### config.mk
export PLATFORM = sky130hd
export DESIGN_NAME = ovf_relay
export DESIGN_NICKNAME = d
export VERILOG_FILES = /design/src/ovf_relay_pkg.sv /design/src/ovf_relay.sv
export SDC_FILE = /design/constraint.sdc
export NUM_CORES = 2
export LEC_CHECK = 0
export ABC_AREA = 1
export BUFFER_PORTS_ARGS = -buffer_cell sky130_fd_sc_hd__buf_2
export CAP_MARGIN = 20
export CORE_ASPECT_RATIO = 0.5
export CORE_MARGIN = 4
export CORE_UTILIZATION = 34
export CTS_CLUSTER_SIZE = 25
export DETAILED_ROUTE_END_ITERATION = 7
export GPL_TIMING_DRIVEN = 0
export PLACE_DENSITY = 0.51
export SYNTH_ARGS = -nofsm -noshare
export SYNTH_HDL_FRONTEND = slang
export SYNTH_SLANG_ARGS = --single-unit
### constraint.sdc
create_clock -name clk_i -period 10.4 [get_ports clk_i]
set_clock_uncertainty 0.05 [all_clocks]
set_input_delay 1.04 -clock clk_i [delete_from_list [all_inputs] [get_ports clk_i]]
set_output_delay 1.04 -clock clk_i [all_outputs]
set_load 0.01 [all_outputs]
### src/ovf_relay_pkg.sv
// constants, register map and types for the over voltage / frequency relay
package ovf_relay_pkg;

	// clock and delay time base
	localparam int CLK_KHZ = 40000;
	localparam int TICK_MS = 100;
	localparam int TICK_CYCLES_DEF = TICK_MS * CLK_KHZ;

	// instances: 0 ov trip, 1 ov alarm, 2 of trip, 3 of alarm
	localparam int NUM_INST = 4;
	localparam int OV_TRIP = 0;
	localparam int OF_TRIP = 2;

	// register word indexes (byte address = index * 4)
	localparam logic [5:0] IDX_CTL0 = 6'h00;
	localparam logic [5:0] IDX_SET0 = 6'h04;
	localparam logic [5:0] IDX_GCTL = 6'h08;
	localparam logic [5:0] IDX_STAT = 6'h09;
	localparam logic [5:0] IDX_EVT = 6'h0a;
	localparam logic [5:0] IDX_CMD = 6'h0b;

	// control register fields
	localparam int CTL_EN = 0;
	localparam int CTL_TRIP = 1;
	localparam int CTL_REQ_LO = 2;
	localparam int CTL_BLK = 4;
	localparam logic [7:0] CTL_RST = 8'h00;
	localparam logic [7:0] CTL_MASK = 8'h1f;

	// setting register fields: pickup [9:0], delay steps [28:16]
	localparam int SET_PK_LO = 0;
	localparam int SET_DL_LO = 16;
	localparam logic [9:0] OV_PK_MIN = 10'h069;
	localparam logic [9:0] OV_PK_MAX = 10'h07d;
	localparam logic [9:0] OF_PK_MIN = 10'h1f4;
	localparam logic [9:0] OF_PK_MAX = 10'h2bc;
	localparam logic [12:0] OV_DL_MAX = 13'h04b0;
	localparam logic [12:0] OF_DL_MAX = 13'h1770;
	localparam logic [12:0] DL_MIN = 13'h0001;
	localparam logic [15:0] OV_STEP = 16'h0005;
	localparam logic [15:0] OF_STEP = 16'h0001;

	// voltages in 0.1 % of nominal_unit_voltage, frequency in 0.1 Hz
	localparam logic [23:0] VOLT_SCALE = 24'h00000a;
	localparam logic [23:0] DROP_PCT = 24'h000061;
	localparam logic [23:0] FULL_PCT = 24'h000064;
	localparam logic [15:0] BLOCK_LEVEL = 16'h0064;

	// event bit layout
	localparam int EV_PER_INST = 3;
	localparam int EV_PICK = 0;
	localparam int EV_OPER = 1;
	localparam int EV_DROP = 2;
	localparam int EV_BLK_LO = 12;

	// status fields
	localparam int STAT_LOCK = 8;
	localparam int STAT_LOW = 9;
	localparam int STAT_DELTA = 10;

	typedef enum logic [1:0] {
		ST_IDLE = 2'b00,
		ST_PICKUP = 2'b01,
		ST_OPERATE = 2'b10
	} rly_state_t;

	typedef struct packed {
		rly_state_t [3:0] st;
		logic [3:0][15:0] tmr;
		logic [21:0] pre;
		logic [3:0][7:0] ctl;
		logic [3:0][31:0] set;
		logic delta;
		logic lock;
		logic low;
		logic [15:0] evt;
		logic [15:0] ev;
		logic ack;
		logic [31:0] dat;
	} relay_regs_t;

endpackage
### src/ovf_relay.sv
// over voltage and over frequency protective relay with wishbone registers
// Function
// - compare each phase voltage with pickup relative to nominal_unit_voltage.
// - ov enters pickup when phases above pickup reach the configured count.
// - pickup held for the full delay enters operate, issuing breaker or alarm.
// - ov drops out when voltage falls below 97% of the threshold.
// - wye uses phase-neutral, open delta uses line-line rms voltage.
// - ov pickup 105..125 % in 1 % steps, per trip and alarm.
// - ov delay 0.5..600 s in 0.5 s steps.
// - phase selector picks any one, any two or all three phases.
// - operate action selects open without lockout or trip with lockout.
// - each instance has its own enable; disabled never picks up.
// - of picks up when phase a frequency exceeds its pickup.
// - of drops out when frequency falls below 97% of the threshold.
// - blocking enabled and voltage under blocking level suppresses of pickup.
// - of in pickup leaves pickup and clears timer when voltage blocks.
// - of pickup 50..70 Hz in 0.1 Hz steps, per trip and alarm.
// - of delay 0.1..600 s in 0.1 s steps.
// - blocking level fixed at 10 % of nominal voltage.
// - of operate time within 0.1 s of the programmed delay.
// - ov logs pickup, operate and dropout events per instance.
// - of also logs voltage below and above blocking level events.
//
// The Wishbone register port and the placing of the registers were decided locally.
`timescale 1ns/1ps
module ovf_relay
	import ovf_relay_pkg::*;
#(
	parameter int TICK_CYCLES = TICK_CYCLES_DEF
) (
	input wire logic clk_i,
	input wire logic rst_i,
	input wire logic cyc_i,
	input wire logic stb_i,
	input wire logic we_i,
	input wire logic [7:0] adr_i,
	input wire logic [3:0] sel_i,
	input wire logic [31:0] dat_i,
	output logic [31:0] dat_o,
	output logic ack_o,
	input wire logic [15:0] van_i,
	input wire logic [15:0] vbn_i,
	input wire logic [15:0] vcn_i,
	input wire logic [15:0] vab_i,
	input wire logic [15:0] vbc_i,
	input wire logic [15:0] vca_i,
	input wire logic [15:0] freq_a_i,
	output logic brk_open_o,
	output logic brk_trip_o,
	output logic lockout_o,
	output logic alarm_o,
	output logic [15:0] event_o
);

	relay_regs_t q, d;
	logic [2:0][15:0] volt;
	logic [3:0] hi, keep, blocked;
	logic low_now, tick;

	////////////////////////////////////////////////////////////////////////
	// measurement compare

	assign volt[0] = q.delta ? vab_i : van_i;
	assign volt[1] = q.delta ? vbc_i : vbn_i;
	assign volt[2] = q.delta ? vca_i : vcn_i;
	// blocking needs all three phases under the level
	assign low_now = (volt[0] < BLOCK_LEVEL) && (volt[1] < BLOCK_LEVEL)
		&& (volt[2] < BLOCK_LEVEL);
	assign tick = (q.pre == 22'(TICK_CYCLES - 1));

	genvar gi;
	generate
		for (gi = 0; gi < NUM_INST; gi++) begin : g_cmp
			logic [23:0] pk;
			logic [1:0] n_hi, n_keep, req;
			assign pk = {14'h0000, q.set[gi][SET_PK_LO +: 10]};
			assign req = q.ctl[gi][CTL_REQ_LO +: 2];
			if (gi < OF_TRIP) begin : g_ov
				logic [2:0] ph_hi, ph_keep;
				for (genvar p = 0; p < 3; p++) begin : g_ph
					// pickup percent * 10 gives 0.1 % units
					assign ph_hi[p] = {8'h00, volt[p]} > pk * VOLT_SCALE;
					assign ph_keep[p] = {8'h00, volt[p]} * VOLT_SCALE
						>= pk * DROP_PCT;
				end
				assign n_hi = 2'(ph_hi[0]) + 2'(ph_hi[1]) + 2'(ph_hi[2]);
				assign n_keep = 2'(ph_keep[0]) + 2'(ph_keep[1])
					+ 2'(ph_keep[2]);
				assign hi[gi] = n_hi >= req;
				assign keep[gi] = n_keep >= req;
				assign blocked[gi] = 1'b0;
			end else begin : g_of
				assign n_hi = 2'b00;
				assign n_keep = 2'b00;
				assign hi[gi] = {8'h00, freq_a_i} > pk;
				assign keep[gi] = {8'h00, freq_a_i} * FULL_PCT
					>= pk * DROP_PCT;
				assign blocked[gi] = q.ctl[gi][CTL_BLK] && low_now;
			end
		end
	endgenerate

	////////////////////////////////////////////////////////////////////////
	// register write helpers

	function automatic logic [31:0] merge(input logic [31:0] old,
		input logic [31:0] nw, input logic [3:0] sel);
		logic [31:0] r;
		r = old;
		for (int b = 0; b < 4; b++) begin
			if (sel[b]) begin
				r[8*b +: 8] = nw[8*b +: 8];
			end
		end
		return r;
	endfunction

	// out of range settings are clamped rather than rejected
	function automatic logic [31:0] clamp_set(input logic [31:0] v,
		input logic is_of);
		logic [9:0] pk;
		logic [12:0] dl;
		logic [9:0] pmin;
		logic [9:0] pmax;
		logic [12:0] dmax;
		pk = v[SET_PK_LO +: 10];
		dl = v[SET_DL_LO +: 13];
		pmin = is_of ? OF_PK_MIN : OV_PK_MIN;
		pmax = is_of ? OF_PK_MAX : OV_PK_MAX;
		dmax = is_of ? OF_DL_MAX : OV_DL_MAX;
		if (pk < pmin) begin
			pk = pmin;
		end else if (pk > pmax) begin
			pk = pmax;
		end
		if (dl < DL_MIN) begin
			dl = DL_MIN;
		end else if (dl > dmax) begin
			dl = dmax;
		end
		return {3'h0, dl, 6'h00, pk};
	endfunction

	////////////////////////////////////////////////////////////////////////
	// next state

	always_comb begin
		logic [5:0] idx;
		logic wr;
		logic [31:0] w;
		logic [31:0] rd;
		logic [15:0] dly;
		logic [15:0] clr;
		logic unlock;
		idx = adr_i[7:2];
		wr = cyc_i && stb_i && we_i && q.ack;
		w = 32'h0000_0000;
		rd = 32'h0000_0000;
		dly = 16'h0000;
		clr = 16'h0000;
		unlock = 1'b0;
		d = q;
		d.ev = 16'h0000;
		d.low = low_now;
		d.pre = tick ? 22'h000000 : q.pre + 22'h000001;

		// bus slave: data sampled on request, write lands on the ack edge
		d.ack = cyc_i && stb_i && !q.ack;
		if (idx < IDX_SET0) begin
			rd = {24'h000000, q.ctl[idx[1:0]]};
			w = merge(rd, dat_i, sel_i);
			if (wr) begin
				d.ctl[idx[1:0]] = w[7:0] & CTL_MASK;
				if (w[CTL_REQ_LO +: 2] == 2'b00) begin
					d.ctl[idx[1:0]][CTL_REQ_LO] = 1'b1;
				end
			end
		end else if (idx < IDX_GCTL) begin
			rd = q.set[idx[1:0]];
			if (wr) begin
				d.set[idx[1:0]] = clamp_set(merge(rd, dat_i, sel_i),
					idx[1]);
			end
		end else if (idx == IDX_GCTL) begin
			rd = {31'h0, q.delta};
			w = merge(rd, dat_i, sel_i);
			if (wr) begin
				d.delta = w[0];
			end
		end else if (idx == IDX_STAT) begin
			rd = {21'h0, q.delta, q.low, q.lock, q.st};
		end else if (idx == IDX_EVT) begin
			rd = {16'h0000, q.evt};
			w = merge(32'h0, dat_i, sel_i);
			if (wr) begin
				clr = w[15:0];
			end
		end else if (idx == IDX_CMD) begin
			w = merge(32'h0, dat_i, sel_i);
			unlock = wr && w[0];
		end
		if (cyc_i && stb_i && !q.ack) begin
			d.dat = rd;
		end

		// relay instances
		for (int i = 0; i < NUM_INST; i++) begin
			dly = q.set[i][SET_DL_LO +: 13]
				* ((i < OF_TRIP) ? OV_STEP : OF_STEP);
			if (!q.ctl[i][CTL_EN]) begin
				d.st[i] = ST_IDLE;
				d.tmr[i] = 16'h0000;
			end else begin
				case (q.st[i])
					ST_IDLE: begin
						d.tmr[i] = 16'h0000;
						if (hi[i] && !blocked[i]) begin
							d.st[i] = ST_PICKUP;
							d.ev[EV_PER_INST*i + EV_PICK] = 1'b1;
						end
					end
					ST_PICKUP: begin
						if (blocked[i] || !keep[i]) begin
							d.st[i] = ST_IDLE;
							d.tmr[i] = 16'h0000;
							d.ev[EV_PER_INST*i + EV_DROP] = 1'b1;
						end else if (tick) begin
							// free tick base: error stays under one tick
							d.tmr[i] = q.tmr[i] + 16'h0001;
							if (q.tmr[i] + 16'h0001 >= dly) begin
								d.st[i] = ST_OPERATE;
								d.ev[EV_PER_INST*i + EV_OPER] = 1'b1;
								if ((i % 2 == 0) && q.ctl[i][CTL_TRIP]) begin
									d.lock = 1'b1;
								end
							end
						end
					end
					ST_OPERATE: begin
						if (blocked[i] || !keep[i]) begin
							d.st[i] = ST_IDLE;
							d.tmr[i] = 16'h0000;
							d.ev[EV_PER_INST*i + EV_DROP] = 1'b1;
						end
					end
					default: begin
						d.st[i] = ST_IDLE;
					end
				endcase
			end
			// blocking level crossings, only while blocking is armed
			if (i >= OF_TRIP && q.ctl[i][CTL_EN] && q.ctl[i][CTL_BLK]) begin
				if (low_now && !q.low) begin
					d.ev[EV_BLK_LO + 2*(i-OF_TRIP)] = 1'b1;
				end else if (!low_now && q.low) begin
					d.ev[EV_BLK_LO + 2*(i-OF_TRIP) + 1] = 1'b1;
				end
			end
		end

		// a new event wins over a clear in the same cycle
		d.evt = (q.evt & ~clr) | d.ev;
		if (unlock && !(d.lock && !q.lock)) begin
			d.lock = 1'b0;
		end
	end

	////////////////////////////////////////////////////////////////////////
	// state register

	always_ff @(posedge clk_i) begin
		if (rst_i) begin
			q <= '0;
			q.ctl <= {NUM_INST{CTL_RST}};
			q.set[0] <= {3'h0, DL_MIN, 6'h00, OV_PK_MIN};
			q.set[1] <= {3'h0, DL_MIN, 6'h00, OV_PK_MIN};
			q.set[2] <= {3'h0, DL_MIN, 6'h00, OF_PK_MIN};
			q.set[3] <= {3'h0, DL_MIN, 6'h00, OF_PK_MIN};
		end else begin
			q <= d;
		end
	end

	////////////////////////////////////////////////////////////////////////
	// outputs

	assign ack_o = q.ack;
	assign dat_o = q.dat;
	assign event_o = q.ev;
	assign lockout_o = q.lock;
	assign brk_open_o = (q.st[OV_TRIP] == ST_OPERATE && !q.ctl[0][CTL_TRIP])
		|| (q.st[OF_TRIP] == ST_OPERATE && !q.ctl[2][CTL_TRIP]);
	assign brk_trip_o = (q.st[OV_TRIP] == ST_OPERATE && q.ctl[0][CTL_TRIP])
		|| (q.st[OF_TRIP] == ST_OPERATE && q.ctl[2][CTL_TRIP]);
	assign alarm_o = (q.st[1] == ST_OPERATE) || (q.st[3] == ST_OPERATE);

	////////////////////////////////////////////////////////////////////////
	// checks

	property p_ov_pick;
		@(posedge clk_i) disable iff (rst_i)
		(q.st[0] == ST_IDLE && q.ctl[0][CTL_EN] && hi[0])
			|=> (q.st[0] == ST_PICKUP && event_o[0]);
	endproperty
	a_ov_pick: assert property (p_ov_pick)
		else $error("ov trip missed pickup");

	property p_disabled;
		@(posedge clk_i) disable iff (rst_i)
		!q.ctl[1][CTL_EN] |=> (q.st[1] == ST_IDLE && !event_o[3]);
	endproperty
	a_disabled: assert property (p_disabled)
		else $error("disabled instance active");

	property p_ov_drop;
		@(posedge clk_i) disable iff (rst_i)
		(q.ctl[0][CTL_EN] && q.st[0] != ST_IDLE && !keep[0])
			|=> (q.st[0] == ST_IDLE && event_o[2] && q.tmr[0] == 16'h0000);
	endproperty
	a_ov_drop: assert property (p_ov_drop)
		else $error("ov dropout missed");

	property p_of_pick;
		@(posedge clk_i) disable iff (rst_i)
		(q.st[2] == ST_IDLE && q.ctl[2][CTL_EN] && hi[2] && !blocked[2])
			|=> q.st[2] == ST_PICKUP;
	endproperty
	a_of_pick: assert property (p_of_pick)
		else $error("of trip missed pickup");

	property p_block;
		@(posedge clk_i) disable iff (rst_i)
		blocked[3] |=> (q.st[3] == ST_IDLE && q.tmr[3] == 16'h0000);
	endproperty
	a_block: assert property (p_block)
		else $error("blocked of still in pickup");

	property p_of_drop;
		@(posedge clk_i) disable iff (rst_i)
		(q.ctl[3][CTL_EN] && q.st[3] != ST_IDLE && !keep[3])
			|=> event_o[11];
	endproperty
	a_of_drop: assert property (p_of_drop)
		else $error("of dropout event missed");

	property p_lock;
		@(posedge clk_i) disable iff (rst_i)
		($rose(q.st[0] == ST_OPERATE) && q.ctl[0][CTL_TRIP])
			|-> (lockout_o && brk_trip_o && !brk_open_o);
	endproperty
	a_lock: assert property (p_lock)
		else $error("trip without lockout");

	property p_timer;
		@(posedge clk_i) disable iff (rst_i)
		(q.st[1] == ST_PICKUP && q.ctl[1][CTL_EN] && keep[1] && tick)
			|=> (q.tmr[1] == $past(q.tmr[1]) + 16'h0001);
	endproperty
	a_timer: assert property (p_timer)
		else $error("delay timer did not advance");

	property p_sticky;
		@(posedge clk_i) disable iff (rst_i)
		event_o[4] |-> q.evt[4];
	endproperty
	a_sticky: assert property (p_sticky)
		else $error("event not recorded");

endmodule

; Word level (Yosys, flattened, before mapping)
; Cells that the tools add are included.
[word_totals]
regBits = 322
in_bits = 161
out_inout_bits = 53
word_cells = 356
[classes]
n_addsub = 13
mul = 12
n_lt_le_gt_ge = 35
n_eq_ne = 29
muxes = 165
bitwise_logic = 10
reduce_logical = 68
[ops]
columns = op, count
row1 = $mux 16, 24
row2 = $pmux 16 s3, 4
row3 = $mux 32, 5
row4 = $bwmux 128, 1
row5 = $ge 20x24->1, 4
row6 = $gt 16x24->1, 4
row7 = $mux 8, 12
row8 = $mux 13, 6
row9 = $mul 10x7->17 const B, 4
row10 = $add 16x1->16 const B, 4
row11 = $bmux 32 s2, 1
row12 = $demux 32 s2, 1
row13 = $mux 10, 6
row14 = $mux 1, 59
row15 = $mul 16x3->19 const B, 3
row16 = $mux 2, 26
row17 = $lt 16x7->1 const B, 3
row18 = $ge 23x17->1, 2
row19 = $ge 20x17->1, 2
row20 = $bwmux 32, 1
row21 = $demux 8 s2, 2
row22 = $ge 16x13->1, 2
row23 = $ge 16x16->1, 2
row24 = $gt 16x10->1, 2
row25 = other kinds (42), 152

; Depth between registers and ports, before layout
[depth]
depth_word = 19
ltp_mapped = 41
depth_no_buf = 38

; Worst setup path before layout
; OpenSTA, ideal clock, no wires.
[synth_timing]
kind = input port to flip-flop
start = in vca_i[1]
end = reg q[281] (netlist bit)
setup_ns = 0.070
arrival_ns = 6.300
required_ns = 10.280
path_slack_ns = 3.979
stages = 32
n_path_buf = 1
path_cell_list = or2_2 o21ai_0 inv_1 ha_1 ha_1 inv_1 fa_1 o31a_1 o21ai_0 a21oi_1 o21ai_0 xor2_1 ha_1 a21oi_1 nor2_1 a211oi_1 o21ai_0 a21oi_1 nand2_1 nor2_1 fa_1 ha_1 o21ai_0 nand2_1 nand2_1 inv_1 nand2_1 nand2_1 nor2_1 buf_2 nand2_1 a21oi_1
[synth_via]
elab_chain_cells = 7
word_cells_on_any_way = 10
cone_classes = add/sub: 1 / mul: 1 / order compare: 2 / eq/ne: 2 / mux: 3 / reduce/logical: 1
[synth_rtl]
columns = element, line_no
row1 = "start, declared", ovf_relay.sv:46  ; input wire logic [15:0] vca_i,
row2 = $mux 16 (*), ovf_relay.sv:65  ; assign volt[2] = q.delta ? vca_i : vcn_i;
row3 = $mul 16x3->19 (*), ovf_relay.sv:83  ; assign ph_keep[p] = {8'h00, volt[p]} * VOLT_SCALE
row4 = $ge 20x17->1 (*), ovf_relay.sv:84  ; >= pk * DROP_PCT;
row5 = $add 2x1->2 (*), ovf_relay.sv:88  ; + 2'(ph_keep[2]);
row6 = $ge 2x2->1 (*), ovf_relay.sv:90  ; assign keep[gi] = n_keep >= req;
row7 = "$ne 3x3->1 (no source line), or another cell as far along", --
row8 = $reduce_and 3->1 (no source line) or $pmux 16 s3 (tied branches), --
row9 = "end, declared", ovf_relay.sv:55  ; relay_regs_t q, d;
; Mark *: on every way between the ends. The rest lies on a longest branch, timed or not.
; A chain may end at the register's enable or synchronous reset.

; Worst setup path in the final report
[layout_timing]
start = reg q[67] (netlist bit)
end = reg q[272] (netlist bit)
[layout_via]
elab_chain_cells = 8
word_cells_on_any_way = 17
cone_classes = add/sub: 2 / mul: 3 / order compare: 4 / eq/ne: 2 / mux: 5 / reduce/logical: 1
[layout_rtl]
columns = element, line_no
row1 = "$mux 16, on equally long branches", "ovf_relay.sv:63, ovf_relay.sv:64"
row2 = $mul 16x3->19, ovf_relay.sv:83
row3 = $ge 20x24->1, ovf_relay.sv:84
row4 = $add 1x1->2, ovf_relay.sv:87  ; assign n_keep = 2'(ph_keep[0]) + 2'(ph_keep[1])
row5 = $add 2x1->2 (*), ovf_relay.sv:88
row6 = $ge 2x2->1 (*), ovf_relay.sv:90
row7 = "$ne 3x3->1 (no source line), or another cell as far along", --
row8 = $reduce_and 3->1 (no source line) or $pmux 16 s3 (tied branches), --
; Marked as above.

==> flow_metrics.tcl <==
set metrics [dict create \
    outcome "completed" \
    hold_viol 0 \
    grt_pass1_wl_um 160900 \
    grt.total_usage_pct 21.00 \
    die_width_um 435.7 \
    critPathMaxFanout 10 \
    fp-row-count 78 \
    cts_root_buf "clkbuf_16" \
    power.leakage_nw 17.72 \
    drt-initial-drc-count 2173 \
    cts_buffers 30 \
    antenna_found_initial 1 \
    p_total_mw 3.172 \
    drt_pass1_iterations 5 \
    synth_cells 4376 \
    area.growth.synth_to_final_pct 11.23 \
    cts_setup_buffers 0 \
    ys.flop_type "dfxtp_1" \
    fill_cells 9585 \
    grt_pass1_vias 28120 \
    synth_top_cell_area_share_pct 29.02 \
    finalInstanceArea_mm2 0.03458 \
    finalSetupTns_ns 0 \
    drive_gt1_share_pct 8.245 \
    fmax_mhz 114.3 \
    worst_pin_slew_ns 0.9720 \
    clk_latency_ns 0.60 \
    via_count 29930 \
    crit_required_ns 10.87 \
    die_area_mm2 0.09664 \
    slew_violations 0 \
    pin_count 214 \
    cts_tree "yes" \
    dp_hpwl_um 88680 \
    ant_nets 0 \
    dp_slack_ns 1.666 \
    initial_core_util_pct 34.29 \
    power_density_mw_per_mm2 91.71 \
    async_flop_share_pct 0 \
    synth_top_cell_by_area "ha_1" \
    ys_ff_latch 271 \
    overflow 0 \
    crit_type "reg2reg" \
    yosysWarnings 0 \
    seq_area_frac_synth_pct 17.45 \
    max_cap_violations 0 \
    cpPeakStageDelay_ns 0.59 \
    cpMostUsedCell "nand2_1" \
    critPathArrivalTime_ns 9.22 \
    cts_num_sinks 271 \
    ctsHoldBuffers 0 \
    drt-wirelength-per-cell_um 18.20 \
    synthTopCellsByCount "nand2_1, ha_1, inv_1, a21oi_1, nor2_1" \
    grt_max_degree 18 \
    vias_per_cell 5.130 \
    cpMaxStageDelayCell "dfxtp_1" \
    hold_path_class "reg2reg" \
    portBuffers 205 \
    placed_cell_area_mm2 0.03363 \
    path_clk_slew_ns 0.06 \
    worstSetupEndpointType "register" \
    fin_crit_ns 8.752 \
    timing.final.crit_share_pct 84.15 \
    post-route-util_pct 38.14 \
    core_mm2 0.09066 \
    ys_top_cells_by_area "ha_1, dfxtp_1, nand2_1" \
    syn_avg_cell_area_um2 7.105 \
    gp_congestion 0.9248 \
    peakVddDrop_mv 0.1326 \
    worst_slack_ns 1.648 \
    cts_htree_levels 1 \
    netlist_area_mm2 0.03109 \
    clk_path_buf_depth 3 \
    synth_cell_types 65 \
    post_cts_resized 0 \
    synth_most_common_cell "nand2_1" \
    reg2reg_slack_ns 1.65 \
    start_kind "register" \
    finalSetupViolCount 0 \
    slew-limit-headroom_pct 35.20 \
    die_h_um 221.8 \
    synth_edf_count 0 \
    remaining_drc_errors 0 \
    nets 5527 \
    rsz0062_at_grt "false" \
    drt-total-wl_um 106200 \
]
-- routing by layer --
metal	GRT usage (%)	share of wire, %	routed length [um]
met1	28.99	47	50030
met2	35.58	46	48360
met3	2.168	5.4	5700
met4	4.109	2.0	2081
met5	0	0	0
-- area by class of cell --
type	instances	area [um^2]	area share [%]
buffer	132	752.0	2.174
timing repair buffer	205	1026	2.967
inverter	614	2305	6.664
clock buffer	41	822.0	2.377
clock inverter	9	131.4	0.3799
antenna	1	2.502	0.007236
sequential	271	5425	15.69
tap	1200	1501	4.342
multi-input combinational	3361	22620	65.40
-- metrics by stage --
| stage | cells | hold WS [ns] |
|---|---|---|
| final | 5834 | 0.3992 |
| after global routing | 5834 | 0.4227 |
| after global placement | 5783 | 0.3797 |
| after CTS | 5833 | 0.4060 |
| after floorplan | 4378 | 0.3679 |
| after detailed placement | 5783 | 0.3950 |
-- power breakdown --
part / internal (mW) / switching (mW) / leakage [nW]
registers: 1.04 / 0.00289 / 2.19
clock network: 0.621 / 0.459 / 0.470
logic: 0.371 / 0.676 / 15.1
total: 2.03 / 1.14 / 17.7
-- state kept, by name (all words and copies together) (netlist names), named ones only --
register and count:
ack_o 1, g_cmp.req 4, q 176, event_o 16
lockout_o 1, g_cmp.pk 40, dat_o 29
-- cell usage in the layout, fill, tap and decap left out, types with 125 or more instances in the layout --
master   instances
xor2_1         125
buf_2          221
nor2_1         292
ha_1           721
o21ai_0        219
nand2_1        910
inv_1          596
dfxtp_1        271
a21oi_1        420
nand3_1        182
-- path summary, 6_finish.rpt --
path	startpoint	to	cells past startpoint
max	q[67]$_SDFFE_PP0P_	q[272]$_SDFFE_PP0P_	35
min	q[228]$_SDFF_PP0_	q[228]$_SDFF_PP0_	1
max reg2reg	q[67]$_SDFFE_PP0P_	q[272]$_SDFFE_PP0P_	35
min reg2reg	q[228]$_SDFF_PP0_	q[228]$_SDFF_PP0_	1
-- kinds of logic after synthesis --
kind of cell | synth area share [%]
DFF | 17.45
xor gates and xnor gates | 4.930
AOI/OAI and AO/OA | 15.24
other | 0.01206
and+or+nand+nor | 21.59
adders and majority gates | 30.95
buffers and inverters | 9.831
-- critical path, delay by kind of cell, from the launching register on --
kind	cells	cell delay, ns
xor+xnor	1	0.34
simple gates	11	2.06
buf+inv	8	1.52
fa+ha+maj	6	2.16
compound gates	9	1.92
flops	1	0.59
No activity file was read; power rests on OpenSTA's default activity.
